**config.mk**
```make
export PLATFORM = sky130hd
export DESIGN_NAME = slvc_top
export DESIGN_NICKNAME = d
export VERILOG_FILES = /design/src/hdl/slvc_pkg.sv /design/src/hdl/slvc_top.sv
export SDC_FILE = /design/constraint.sdc
export NUM_CORES = 1
export LEC_CHECK = 0
export ABC_CLOCK_PERIOD_IN_PS = 4300
export BUFFER_PORTS_ARGS = -buffer_cell sky130_fd_sc_hd__buf_2
export CORE_ASPECT_RATIO = 1.5
export CORE_MARGIN = 2
export CORE_UTILIZATION = 61
export CTS_CLUSTER_SIZE = 10
export DETAILED_ROUTE_END_ITERATION = 16
export HOLD_SLACK_MARGIN = 0.03
export MAX_ROUTING_LAYER = met4
export PLACE_DENSITY_LB_ADDON = 0.05
export SKIP_CTS_REPAIR_TIMING = 1
export SLEW_MARGIN = 20
export SYNTH_ARGS = -nofsm -noshare
export SYNTH_HDL_FRONTEND = slang
export SYNTH_SLANG_ARGS = --single-unit
```
**constraint.sdc**
```tcl
create_clock -name SYS_CLK -period 4.3 [get_ports SYS_CLK]
set_input_delay 0.645 -clock SYS_CLK [delete_from_list [all_inputs] [get_ports SYS_CLK]]
set_output_delay 0.645 -clock SYS_CLK [all_outputs]
set_load 0.005 [all_outputs]
```
**src/hdl/slvc_pkg.sv**
```systemverilog
package slvc_pkg;

    // ------------------------------------------------------------
    // Sizes and timing
    // ------------------------------------------------------------
    localparam int NUM_CH        = 40;
    localparam int NUM_SLICE     = 3;
    localparam int CLK_PERIOD_NS = 50;
    localparam int FLASH_HALF_NS = 250_000_000;
    localparam int FLASH_CYC     = FLASH_HALF_NS / CLK_PERIOD_NS;

    // ------------------------------------------------------------
    // Register offsets
    // ------------------------------------------------------------
    localparam logic [7:0] OFS_STATUS    = 8'h00;
    localparam logic [7:0] OFS_IRQ_STAT  = 8'h04;
    localparam logic [7:0] OFS_IRQ_MASK  = 8'h08;
    localparam logic [7:0] OFS_OUT_MODE  = 8'h0c;
    localparam logic [7:0] OFS_FB_MODE   = 8'h10;
    localparam logic [7:0] OFS_FB_SEL_LO = 8'h14;
    localparam logic [7:0] OFS_FB_SEL_HI = 8'h18;

    // ------------------------------------------------------------
    // Field positions and reset values
    // ------------------------------------------------------------
    localparam int MODE_W       = 3;
    localparam int MODE_TBL_W   = 4 * MODE_W;
    localparam int STAT_EJ_TOP  = 8;
    localparam int STAT_EJ_BOT  = 9;
    localparam int IRQ_W        = 4;
    localparam int IRQ_EJ_TOP   = 0;
    localparam int IRQ_EJ_BOT   = 1;
    localparam int IRQ_DISAGREE = 2;
    localparam int IRQ_FATAL    = 3;
    localparam logic [11:0] RST_OUT_MODE  = 12'hb90;
    localparam logic [11:0] RST_FB_MODE   = 12'hb88;
    localparam logic [31:0] RST_FB_SEL_LO = 32'hffffff00;
    localparam logic [7:0]  RST_FB_SEL_HI = 8'h00;
    localparam logic [IRQ_W-1:0] RST_IRQ_MASK = 4'h0;

    // ------------------------------------------------------------
    // Types
    // ------------------------------------------------------------
    typedef enum logic [2:0] {
        M_OFF, M_GRN, M_RED, M_GRN_FL, M_RED_FL, M_AMB, M_AMB_FL
    } slvc_mode_t;

    typedef enum logic [2:0] {
        H_NOPWR, H_PWRON, H_START, H_OK, H_FAULT, H_FATAL
    } slvc_health_t;

    typedef struct packed {
        logic active;
        logic maintain;
        logic standby;
        logic shutdown;
        logic fatal;
        logic educated;
        logic recognised;
        logic changeover;
    } slvc_mod_t;

    typedef struct packed {
        slvc_health_t        health;
        slvc_mod_t           mod;
        logic [NUM_CH-1:0]   ch_on;
        logic [NUM_CH-1:0]   ch_ff;
    } slvc_slice_t;

    typedef struct packed {
        logic red;
        logic green;
    } slvc_lamp_t;

endpackage : slvc_pkg

```
**src/hdl/slvc_top.sv**
```systemverilog
// Design decisions made here: register access over APB and the address map.
`timescale 1ns/1ps
module slvc_top
    import slvc_pkg::*;
#(
    parameter int FLASH_CYCLES = FLASH_CYC
)(
    input  wire logic                      SYS_CLK,
    input  wire logic                      NRST,
    input  wire logic                      PSEL,
    input  wire logic                      PENABLE,
    input  wire logic                      PWRITE,
    input  wire logic [7:0]                PADDR,
    input  wire logic [31:0]               PWDATA,
    output logic      [31:0]               PRDATA,
    output logic                           PREADY,
    output logic                           PSLVERR,
    input  wire slvc_slice_t               SLICE_A,
    input  wire slvc_slice_t               SLICE_B,
    input  wire slvc_slice_t               SLICE_C,
    input  wire logic                      EJ_TOP_CLOSED,
    input  wire logic                      EJ_BOT_CLOSED,
    output slvc_lamp_t [NUM_SLICE-1:0]     HEALTHY_LAMP,
    output slvc_lamp_t                     ACTIVE_LAMP,
    output slvc_lamp_t                     STANDBY_LAMP,
    output slvc_lamp_t                     EDUCATED_LAMP,
    output slvc_lamp_t [NUM_CH-1:0]        CH_LAMP,
    output logic                           IRQ
);

    // ------------------------------------------------------------
    // Functions
    // ------------------------------------------------------------
    function automatic logic [NUM_CH-1:0] vote(input logic [NUM_CH-1:0] a,
                                               input logic [NUM_CH-1:0] b,
                                               input logic [NUM_CH-1:0] c);
        vote = (a & b) | (a & c) | (b & c);
    endfunction : vote

    function automatic slvc_lamp_t lamp(input slvc_mode_t m, input logic fl);
        slvc_lamp_t l;
        l = '{red: 1'b0, green: 1'b0};
        unique case (m)
            M_OFF    : l = '{red: 1'b0, green: 1'b0};
            M_GRN    : l = '{red: 1'b0, green: 1'b1};
            M_RED    : l = '{red: 1'b1, green: 1'b0};
            M_GRN_FL : l = '{red: 1'b0, green: fl};
            M_RED_FL : l = '{red: fl,   green: 1'b0};
            M_AMB    : l = '{red: 1'b1, green: 1'b1};
            M_AMB_FL : l = '{red: fl,   green: fl};
            default  : l = '{red: 1'b0, green: 1'b0};
        endcase
        lamp = l;
    endfunction : lamp

    function automatic slvc_lamp_t health_lamp(input slvc_health_t h, input logic fl);
        slvc_mode_t m;
        m = M_OFF;
        unique case (h)
            H_NOPWR : m = M_OFF;
            H_PWRON : m = M_RED;
            H_START : m = M_AMB;
            H_OK    : m = M_GRN;
            H_FAULT : m = M_RED_FL;
            H_FATAL : m = M_RED;
            default : m = M_OFF;
        endcase
        health_lamp = lamp(m, fl);
    endfunction : health_lamp

    // ------------------------------------------------------------
    // Registers and wires
    // ------------------------------------------------------------
    localparam int FC_W = $clog2(FLASH_CYCLES + 1);

    logic [FC_W-1:0]       flash_cnt_q;
    logic                  flash_q;
    logic [2:0]            ej_top_sync_q;
    logic [2:0]            ej_bot_sync_q;
    logic                  ej_top_q;
    logic                  ej_bot_q;
    logic [MODE_TBL_W-1:0] out_mode_q;
    logic [MODE_TBL_W-1:0] fb_mode_q;
    logic [NUM_CH-1:0]     fb_sel_q;
    logic [IRQ_W-1:0]      irq_stat_q;
    logic [IRQ_W-1:0]      irq_mask_q;
    logic [31:0]           prdata_q;
    logic                  pslverr_q;
    slvc_lamp_t [NUM_SLICE-1:0] hl_q;
    slvc_lamp_t            act_q;
    slvc_lamp_t            stby_q;
    slvc_lamp_t            edu_q;
    slvc_lamp_t [NUM_CH-1:0]    ch_q;
    slvc_mod_t             mod_v;
    slvc_mod_t             mod_prev_q;
    logic [NUM_CH-1:0]     on_v;
    logic [NUM_CH-1:0]     ff_v;
    slvc_lamp_t [NUM_CH-1:0]    ch_d;
    slvc_lamp_t            act_d;
    slvc_lamp_t            stby_d;
    slvc_lamp_t            edu_d;
    logic                  flash_tick;
    logic                  ej_top_d;
    logic                  ej_bot_d;
    logic                  disagree;
    logic                  setup;
    logic                  wr_en;
    logic                  hit_stat;
    logic                  hit_istat;
    logic                  hit_imask;
    logic                  hit_omode;
    logic                  hit_fmode;
    logic                  hit_fsel_lo;
    logic                  hit_fsel_hi;
    logic                  hit_any;
    logic [31:0]           rd_mux;
    logic [IRQ_W-1:0]      irq_ev;
    logic [IRQ_W-1:0]      irq_stat_d;
    logic [NUM_CH-1:0]     mod_wide;

    // ------------------------------------------------------------
    // Majority vote of slice data
    // ------------------------------------------------------------
    assign mod_wide = vote({32'h0, SLICE_A.mod}, {32'h0, SLICE_B.mod}, {32'h0, SLICE_C.mod});
    assign mod_v    = slvc_mod_t'(mod_wide[$bits(slvc_mod_t)-1:0]);
    assign on_v     = vote(SLICE_A.ch_on, SLICE_B.ch_on, SLICE_C.ch_on);
    assign ff_v     = vote(SLICE_A.ch_ff, SLICE_B.ch_ff, SLICE_C.ch_ff);
    assign disagree = (SLICE_A.mod != SLICE_B.mod) || (SLICE_A.mod != SLICE_C.mod)
                   || (SLICE_A.ch_on != SLICE_B.ch_on) || (SLICE_A.ch_on != SLICE_C.ch_on)
                   || (SLICE_A.ch_ff != SLICE_B.ch_ff) || (SLICE_A.ch_ff != SLICE_C.ch_ff);

    // ------------------------------------------------------------
    // Shared flash timebase
    // ------------------------------------------------------------
    assign flash_tick = (flash_cnt_q == FC_W'(FLASH_CYCLES - 1));

    always_ff @(posedge SYS_CLK or negedge NRST)
    begin
        if (!NRST)
        begin
            flash_cnt_q <= '0;
            flash_q     <= 1'b0;
        end
        else
        begin
            flash_cnt_q <= flash_tick ? '0 : flash_cnt_q + 1'b1;
            flash_q     <= flash_q ^ flash_tick;
        end
    end

    // ------------------------------------------------------------
    // Module lamps
    // ------------------------------------------------------------
    assign act_d  = (mod_v.fatal || mod_v.shutdown) ? lamp(M_RED_FL, flash_q)
                  : (mod_v.active || mod_v.maintain) ? lamp(M_GRN, flash_q)
                  : lamp(M_OFF, flash_q);
    assign stby_d = mod_v.fatal ? lamp(M_RED_FL, flash_q)
                  : mod_v.standby ? lamp(M_GRN, flash_q)
                  : lamp(M_OFF, flash_q);
    assign edu_d  = mod_v.changeover ? lamp(M_AMB_FL, flash_q)
                  : mod_v.educated ? lamp(M_GRN, flash_q)
                  : mod_v.recognised ? lamp(M_GRN_FL, flash_q)
                  : lamp(M_OFF, flash_q);

    // ------------------------------------------------------------
    // Channel lamps
    // ------------------------------------------------------------
    always_comb
    begin
        logic [1:0]            st;
        logic [MODE_TBL_W-1:0] tbl;
        st  = 2'b00;
        tbl = '0;
        for (int i = 0; i < NUM_CH; i++)
        begin
            st  = {ff_v[i], on_v[i]};
            tbl = fb_sel_q[i] ? fb_mode_q : out_mode_q;
            ch_d[i] = lamp(slvc_mode_t'(tbl[st*MODE_W +: MODE_W]), flash_q);
        end
    end

    always_ff @(posedge SYS_CLK or negedge NRST)
    begin
        if (!NRST)
        begin
            hl_q   <= '0;
            act_q  <= '0;
            stby_q <= '0;
            edu_q  <= '0;
            ch_q   <= '0;
        end
        else
        begin
            hl_q[0] <= health_lamp(SLICE_A.health, flash_q);
            hl_q[1] <= health_lamp(SLICE_B.health, flash_q);
            hl_q[2] <= health_lamp(SLICE_C.health, flash_q);
            act_q   <= act_d;
            stby_q  <= stby_d;
            edu_q   <= edu_d;
            ch_q    <= ch_d;
        end
    end

    assign HEALTHY_LAMP  = hl_q;
    assign ACTIVE_LAMP   = act_q;
    assign STANDBY_LAMP  = stby_q;
    assign EDUCATED_LAMP = edu_q;
    assign CH_LAMP       = ch_q;

    // ------------------------------------------------------------
    // Ejector lever switches
    // ------------------------------------------------------------
    assign ej_top_d = (ej_top_sync_q[1] == ej_top_sync_q[2]) ? ej_top_sync_q[2] : ej_top_q;
    assign ej_bot_d = (ej_bot_sync_q[1] == ej_bot_sync_q[2]) ? ej_bot_sync_q[2] : ej_bot_q;

    always_ff @(posedge SYS_CLK or negedge NRST)
    begin
        if (!NRST)
        begin
            ej_top_sync_q <= '0;
            ej_bot_sync_q <= '0;
            ej_top_q      <= 1'b0;
            ej_bot_q      <= 1'b0;
            mod_prev_q    <= '0;
        end
        else
        begin
            ej_top_sync_q <= {ej_top_sync_q[1:0], EJ_TOP_CLOSED};
            ej_bot_sync_q <= {ej_bot_sync_q[1:0], EJ_BOT_CLOSED};
            ej_top_q      <= ej_top_d;
            ej_bot_q      <= ej_bot_d;
            mod_prev_q    <= mod_v;
        end
    end

    // ------------------------------------------------------------
    // APB decode
    // ------------------------------------------------------------
    assign setup       = PSEL && !PENABLE;
    assign wr_en       = PSEL && PENABLE && PWRITE && hit_any;
    assign hit_stat    = (PADDR == OFS_STATUS);
    assign hit_istat   = (PADDR == OFS_IRQ_STAT);
    assign hit_imask   = (PADDR == OFS_IRQ_MASK);
    assign hit_omode   = (PADDR == OFS_OUT_MODE);
    assign hit_fmode   = (PADDR == OFS_FB_MODE);
    assign hit_fsel_lo = (PADDR == OFS_FB_SEL_LO);
    assign hit_fsel_hi = (PADDR == OFS_FB_SEL_HI);
    assign hit_any     = hit_stat | hit_istat | hit_imask | hit_omode | hit_fmode
                       | hit_fsel_lo | hit_fsel_hi;
    assign rd_mux      = hit_stat    ? {22'h0, ej_bot_q, ej_top_q, mod_v}
                       : hit_istat   ? {28'h0, irq_stat_q}
                       : hit_imask   ? {28'h0, irq_mask_q}
                       : hit_omode   ? {20'h0, out_mode_q}
                       : hit_fmode   ? {20'h0, fb_mode_q}
                       : hit_fsel_lo ? fb_sel_q[31:0]
                       : hit_fsel_hi ? {24'h0, fb_sel_q[NUM_CH-1:32]}
                       : 32'h0;

    always_ff @(posedge SYS_CLK or negedge NRST)
    begin
        if (!NRST)
        begin
            prdata_q  <= 32'h0;
            pslverr_q <= 1'b0;
        end
        else if (setup)
        begin
            prdata_q  <= PWRITE ? 32'h0 : rd_mux;
            pslverr_q <= !hit_any;
        end
    end

    assign PRDATA  = prdata_q;
    assign PREADY  = 1'b1;
    assign PSLVERR = pslverr_q;

    // ------------------------------------------------------------
    // Configuration registers
    // ------------------------------------------------------------
    always_ff @(posedge SYS_CLK or negedge NRST)
    begin
        if (!NRST)
        begin
            out_mode_q <= RST_OUT_MODE;
            fb_mode_q  <= RST_FB_MODE;
            fb_sel_q   <= {RST_FB_SEL_HI, RST_FB_SEL_LO};
            irq_mask_q <= RST_IRQ_MASK;
        end
        else if (wr_en)
        begin
            if (hit_omode)
                out_mode_q <= PWDATA[MODE_TBL_W-1:0];
            if (hit_fmode)
                fb_mode_q <= PWDATA[MODE_TBL_W-1:0];
            if (hit_fsel_lo)
                fb_sel_q[31:0] <= PWDATA;
            if (hit_fsel_hi)
                fb_sel_q[NUM_CH-1:32] <= PWDATA[NUM_CH-33:0];
            if (hit_imask)
                irq_mask_q <= PWDATA[IRQ_W-1:0];
        end
    end

    // ------------------------------------------------------------
    // Interrupts
    // ------------------------------------------------------------
    assign irq_ev[IRQ_EJ_TOP]   = ej_top_d != ej_top_q;
    assign irq_ev[IRQ_EJ_BOT]   = ej_bot_d != ej_bot_q;
    assign irq_ev[IRQ_DISAGREE] = disagree;
    assign irq_ev[IRQ_FATAL]    = mod_v.fatal && !mod_prev_q.fatal;
    assign irq_stat_d = (irq_stat_q & ~((wr_en && hit_istat) ? PWDATA[IRQ_W-1:0] : '0)) | irq_ev;

    always_ff @(posedge SYS_CLK or negedge NRST)
    begin
        if (!NRST)
            irq_stat_q <= '0;
        else
            irq_stat_q <= irq_stat_d;
    end

    assign IRQ = |(irq_stat_q & irq_mask_q);

endmodule : slvc_top

```
Word level (Yosys, flattened, before mapping)
Cells that the tools add are included.
W data, S select, Z words.
{"block": "classes", "reduce_logical": 26, "n_mul": 40, "eq_ne": 290, "shifts": 40, "n_addsub": 1, "bitwise": 26, "muxes": 105}
{"operator": "$pmux W2 S6", "count": 43}
{"operator": "$mux W12", "count": 40}
{"operator": "$shiftx A12 B5 Y3", "count": 40}
{"operator": "$eq A3 B3 Y1 const B", "count": 135}
{"operator": "$eq A3 B2 Y1 const B", "count": 92}
{"operator": "$and A40 B40 Y40", "count": 6}
{"operator": "$mux W32", "count": 7}
{"operator": "$mul A2 B2 Y4 const B", "count": 40}
{"operator": "$ne A40 B40 Y1", "count": 4}
{"operator": "$or A40 B40 Y40", "count": 4}
{"operator": "$eq A3 B1 Y1 const B", "count": 46}
{"operator": "$pmux W3 S4", "count": 3}
{"operator": "$and A8 B8 Y8", "count": 3}
{"operator": "$eq A8 B5 Y1 const B", "count": 3}
{"operator": "$add A23 B1 Y23 const B", "count": 1}
{"operator": "$eq A23 B23 Y1 const B", "count": 1}
{"operator": "$mux W23", "count": 1}
{"operator": "$eq A8 B4 Y1 const B", "count": 2}
{"operator": "$ne A8 B8 Y1", "count": 2}
{"operator": "$or A8 B8 Y8", "count": 2}
{"operator": "$reduce_and A2 Y1", "count": 5}
{"operator": "$and A4 B4 Y4", "count": 2}
{"operator": "$eq A8 B3 Y1 const B", "count": 1}
{"operator": "$logic_not A8 Y1", "count": 1}
{"operator": "15 further kinds", "count": 44}
{"block": "word_totals", "elab_cells": 635, "inputBits": 320, "output_inout_bits": 127, "regBits": 230}

Longest topological paths before layout
{"block": "depth", "ltp_word": 13, "depth_mapped": 7, "depth_no_buf": 6}

Least setup slack after synthesis
OpenSTA, ideal clock, no wires.
{"block": "synth_timing", "kind": "input -> register", "start": "input port SLICE_A[45] (netlist bit)", "end": "register ch_q (netlist bit CH_LAMP[10])", "t_required_ns": 4.231, "t_arrival_ns": 2.627, "setup_ns": 0.069, "path_slack_ns": 1.604, "n_path_buf": 0, "cell_stages": 6, "path_cell_list": "ha_1 > a211oi_4 > mux4_1 > mux2_2 > or4_1 > nand3_1"}
{"item": "from (decl)", "line": "slvc_top.sv:18", "text": "input wire slvc_slice_t SLICE_A,"}
{"item": "to (signal assigned)", "line": "slvc_top.sv:200", "text": "ch_q <= ch_d;"}
{"item": "to (decl)", "line": "slvc_top.sv:93", "text": "slvc_lamp_t [NUM_CH-1:0] ch_q;"}

==> impl_summary.log <==
[metrics] result of the run: finished clean
[metrics] share of post-route cells with drive strength above 1: 40.0%
[metrics] clock insertion delay at the later pin of the skew report: 0.58 ns
[metrics] Highest Clock Rate: 0.375 GHz
[metrics] Port Buf Inserts: 445
[metrics] setup repair after global routing missed its margin: false
[metrics] CP Capture Type: register
[metrics] maximum level of the CTS H-tree: 1
[metrics] DRC violation count after routing: 0
[metrics] Overflow after GRT: 0
[metrics] critical path required time: 4.73 ns
[metrics] post-placement cell area: 24,100 um2
[metrics] via/cell ratio: 7.33
[metrics] pin count of the biggest net entering global routing: 108
[metrics] overall die area: 37,100 um2
[metrics] Inserted Clock Buffers: 28
[metrics] core region area: 35,000 um2
[metrics] crit share post-route: 62.0%
[metrics] final sum of negative setup slack: 0 ns
[metrics] routed length per instance: 31.6 um
[metrics] area share of the largest cell type after synthesis: 22.6%
[metrics] cell type contributing the most total cell area after synthesis: sky130_fd_sc_hd__dfrtp_1
[metrics] synthesis-to-finish area growth: 15.2%
[metrics] Die Height: 235 um
[metrics] count of endpoints failing hold in the final timing report: 0
[metrics] post-route core utilization: 71.4%
[metrics] syn nets: 2,158
[metrics] register clock-pin slew on the reported worst setup and hold paths: 0.06 ns
[metrics] overall global routing resource usage: 43.6%
[metrics] time the final worst path needs with I/O delays and setup: 2.67 ns
[metrics] slew at the pin closest to its max-slew limit: 1.16 ns
[metrics] worst min-delay path category: input pin to async pin
[metrics] Via Count: 18,400
[metrics] wire length reported by the detailed router: 79,200 um
[metrics] post-synthesis instance total: 1,661
[metrics] maximum net fanout on the critical path: 42
[metrics] final setup fails: 0
[metrics] vias in the first global route: 18,100
[metrics] post-synthesis sequential element count: 230
[metrics] Yosys warning count: 0
[metrics] sequential share of the synthesized area: 26.7%
[metrics] Post-synth ARST share: 100%
[metrics] synthesized cell area: 21,700 um2
[metrics] routability cong.: 0.958
[metrics] WP data arrival: 3.09 ns
[metrics] number of flops mapped to enable cells by yosys: 0
[metrics] starting density of the core: 62.0%
[metrics] number of different library cells in the post-synthesis netlist: 61
[metrics] number of nets at the end of the flow: 2,503
[metrics] DR pass1 iterations: 5
[metrics] detailed placer's ending HPWL: 56,200 um
[metrics] most common cell in the netlist: sky130_fd_sc_hd__dfrtp_1
[metrics] I/O pins: 447
[metrics] fill cell count: 2,485
[metrics] largest cells by area after synthesis: sky130_fd_sc_hd__dfrtp_1 (23%), sky130_fd_sc_hd__mux4_1 (19%), sky130_fd_sc_hd__ha_1 (10%)
[metrics] standard-cell row count: 84
[metrics] TritonCTS clock tree: built
[metrics] Most used DFF post-synth: sky130_fd_sc_hd__dfrtp_1
[metrics] buffer cell driving the clock tree root: sky130_fd_sc_hd__clkbuf_16
[metrics] die extent in x: 158 um
[metrics] worst-case vdd ir drop: 0.300 mV
[metrics] top cells by count, synth: sky130_fd_sc_hd__dfrtp_1 (196), sky130_fd_sc_hd__ha_1 (177), sky130_fd_sc_hd__mux4_1 (159)
[metrics] critical path class: register to register
[metrics] initial antenna violation count: 9
[metrics] remaining number of nets flagged by the antenna check after routing: 0
[metrics] CTS Buffer Depth: 3
[metrics] total leakage power: 11.4 nW
[metrics] slew margin rel.: 22.3%
[metrics] iteration-0 DRC count of the detailed router: 2,017
[metrics] cell area after layout: 25,000 um2
[metrics] Mean Syn Cell Area: 13.1 um2
[metrics] startpoint type of the worst setup path: register
[metrics] number of violations of the max-capacitance limit: 0
[metrics] Slew Viols, Final: 0
[metrics] Worst Skew: 0.0220 ns
[metrics] Cell Pwr Density: 233 nW/um2
[metrics] number of clock sinks seen by CTS: 230
[metrics] wire length of the first global-routing pass: 115,000 um
## area by class of cell
class                      instances  area, um2  area share (%)
clock inverter                     5       78.8           0.315
antenna                            9       22.5          0.0901
tap                              473        592            2.37
inverter                          10       37.5           0.150
clock buffer                      47        782            3.13
multi-input combinational       1271      15300            61.1
timing repair buffer             465       2400            9.60
sequential                       230       5820            23.3
## cells by family (layout without fill, tap and decap cells)
| kind of cell | after synthesis | after routing | share of synthesized area [%] |
|---|---|---|---|
| fa+ha+maj | 179 | 179 | 10.3 |
| simple gates | 369 | 369 | 9.42 |
| other cells | 1 | 10 | 0.0173 |
| mux | 457 | 457 | 38.2 |
| xor+xnor | 16 | 16 | 0.646 |
| buf+inv | 160 | 527 | 2.93 |
| compound gates | 249 | 249 | 11.7 |
| flops | 230 | 230 | 26.7 |
## cells in the final DEF, fill, tap and decap left out, types with 28 or more instances in the layout
cell,n
sky130_fd_sc_hd__nand3_1,52
sky130_fd_sc_hd__a211oi_1,44
sky130_fd_sc_hd__nor4_1,50
sky130_fd_sc_hd__nor3b_1,42
sky130_fd_sc_hd__mux2i_1,122
sky130_fd_sc_hd__mux2_2,94
sky130_fd_sc_hd__buf_2,444
sky130_fd_sc_hd__nor2_1,69
sky130_fd_sc_hd__nor2b_1,28
sky130_fd_sc_hd__dfstp_2,34
sky130_fd_sc_hd__clkbuf_16,28
sky130_fd_sc_hd__dfrtp_1,181
sky130_fd_sc_hd__ha_1,177
sky130_fd_sc_hd__mux4_1,159
sky130_fd_sc_hd__mux4_2,81
sky130_fd_sc_hd__a211oi_4,40
sky130_fd_sc_hd__nand2_1,51
## state kept, by name (all words and copies together) (netlist names)
signal and flops:
CH_LAMP 80, fb_sel_q 40, PRDATA 32, flash_cnt_q 23, fb_mode_q 12, out_mode_q 12
HEALTHY_LAMP 6, irq_mask_q 4, irq_stat_q 4, ej_bot_sync_q 3, ej_top_sync_q 3, ACTIVE_LAMP 2
EDUCATED_LAMP 2, STANDBY_LAMP 2, PSLVERR 1, ej_bot_q 1, ej_top_q 1, flash_q 1
mod_prev_q 1
## through the flow
| step | std cells | hold WS, ns | total power (W) | setup WS [ns] |
|---|---|---|---|---|
| CTS | 2501 | 0.163 | 0.00582 | 1.73 |
| global placement | 2449 | 0.342 | 0.00354 | 1.21 |
| floorplan | 1661 | 0.331 | 0.00295 | 1.60 |
| finish | 2510 | 0.112 | 0.00582 | 1.63 |
| global route | 2510 | 0.168 | 0.00600 | 1.62 |
| detailed placement | 2449 | 0.336 | 0.00356 | 1.16 |
## report_power, final
part	internal [W]	leakage [nW]	switching [W]
sequential	0.00221	2.99	0.0000884
combinational	0.000572	8.04	0.000675
clock	0.00130	0.411	0.000970
total	0.00408	11.4	0.00173
## per-layer routing
layer  global-route usage (%)  wire, um  vias to the layer above
met3                     8.45      8620                      267
met1                     51.9     26900                     9138
met2                     68.6     37400                     1369
met4                     26.2      6270                        0
met5                        -         0                        -
li1                         -         -                     7628
## worst max-delay path: stages (launching register included)
cell and delay (ns):
sky130_fd_sc_hd__dfstp_2 1.28, sky130_fd_sc_hd__mux4_2 0.41, sky130_fd_sc_hd__mux2i_1 0.14, sky130_fd_sc_hd__nor3b_1 0.20, sky130_fd_sc_hd__a211oi_1 0.45
## worst paths after layout
path	from	endpoint	slack, ns	cells past startpoint
min in group SYS_CLK	EJ_BOT_CLOSED	ej_bot_sync_q[0]$_DFF_PN0_	0.18	1
worst max register to register	out_mode_q[9]$_DFFE_PN1P_	CH_LAMP[1]$_DFF_PN0_	1.63	4
worst min-delay path	NRST	flash_cnt_q[16]$_DFF_PN0_	0.11	1
worst min register to register	ej_bot_sync_q[0]$_DFF_PN0_	ej_bot_sync_q[1]$_DFF_PN0_	0.35	0
worst max-delay path	out_mode_q[9]$_DFFE_PN1P_	CH_LAMP[1]$_DFF_PN0_	1.63	4
max in group asynchronous	NRST	HEALTHY_LAMP[3]$_DFF_PN0_	3.05	2
Note: power is estimated with default switching activity, not from simulation.
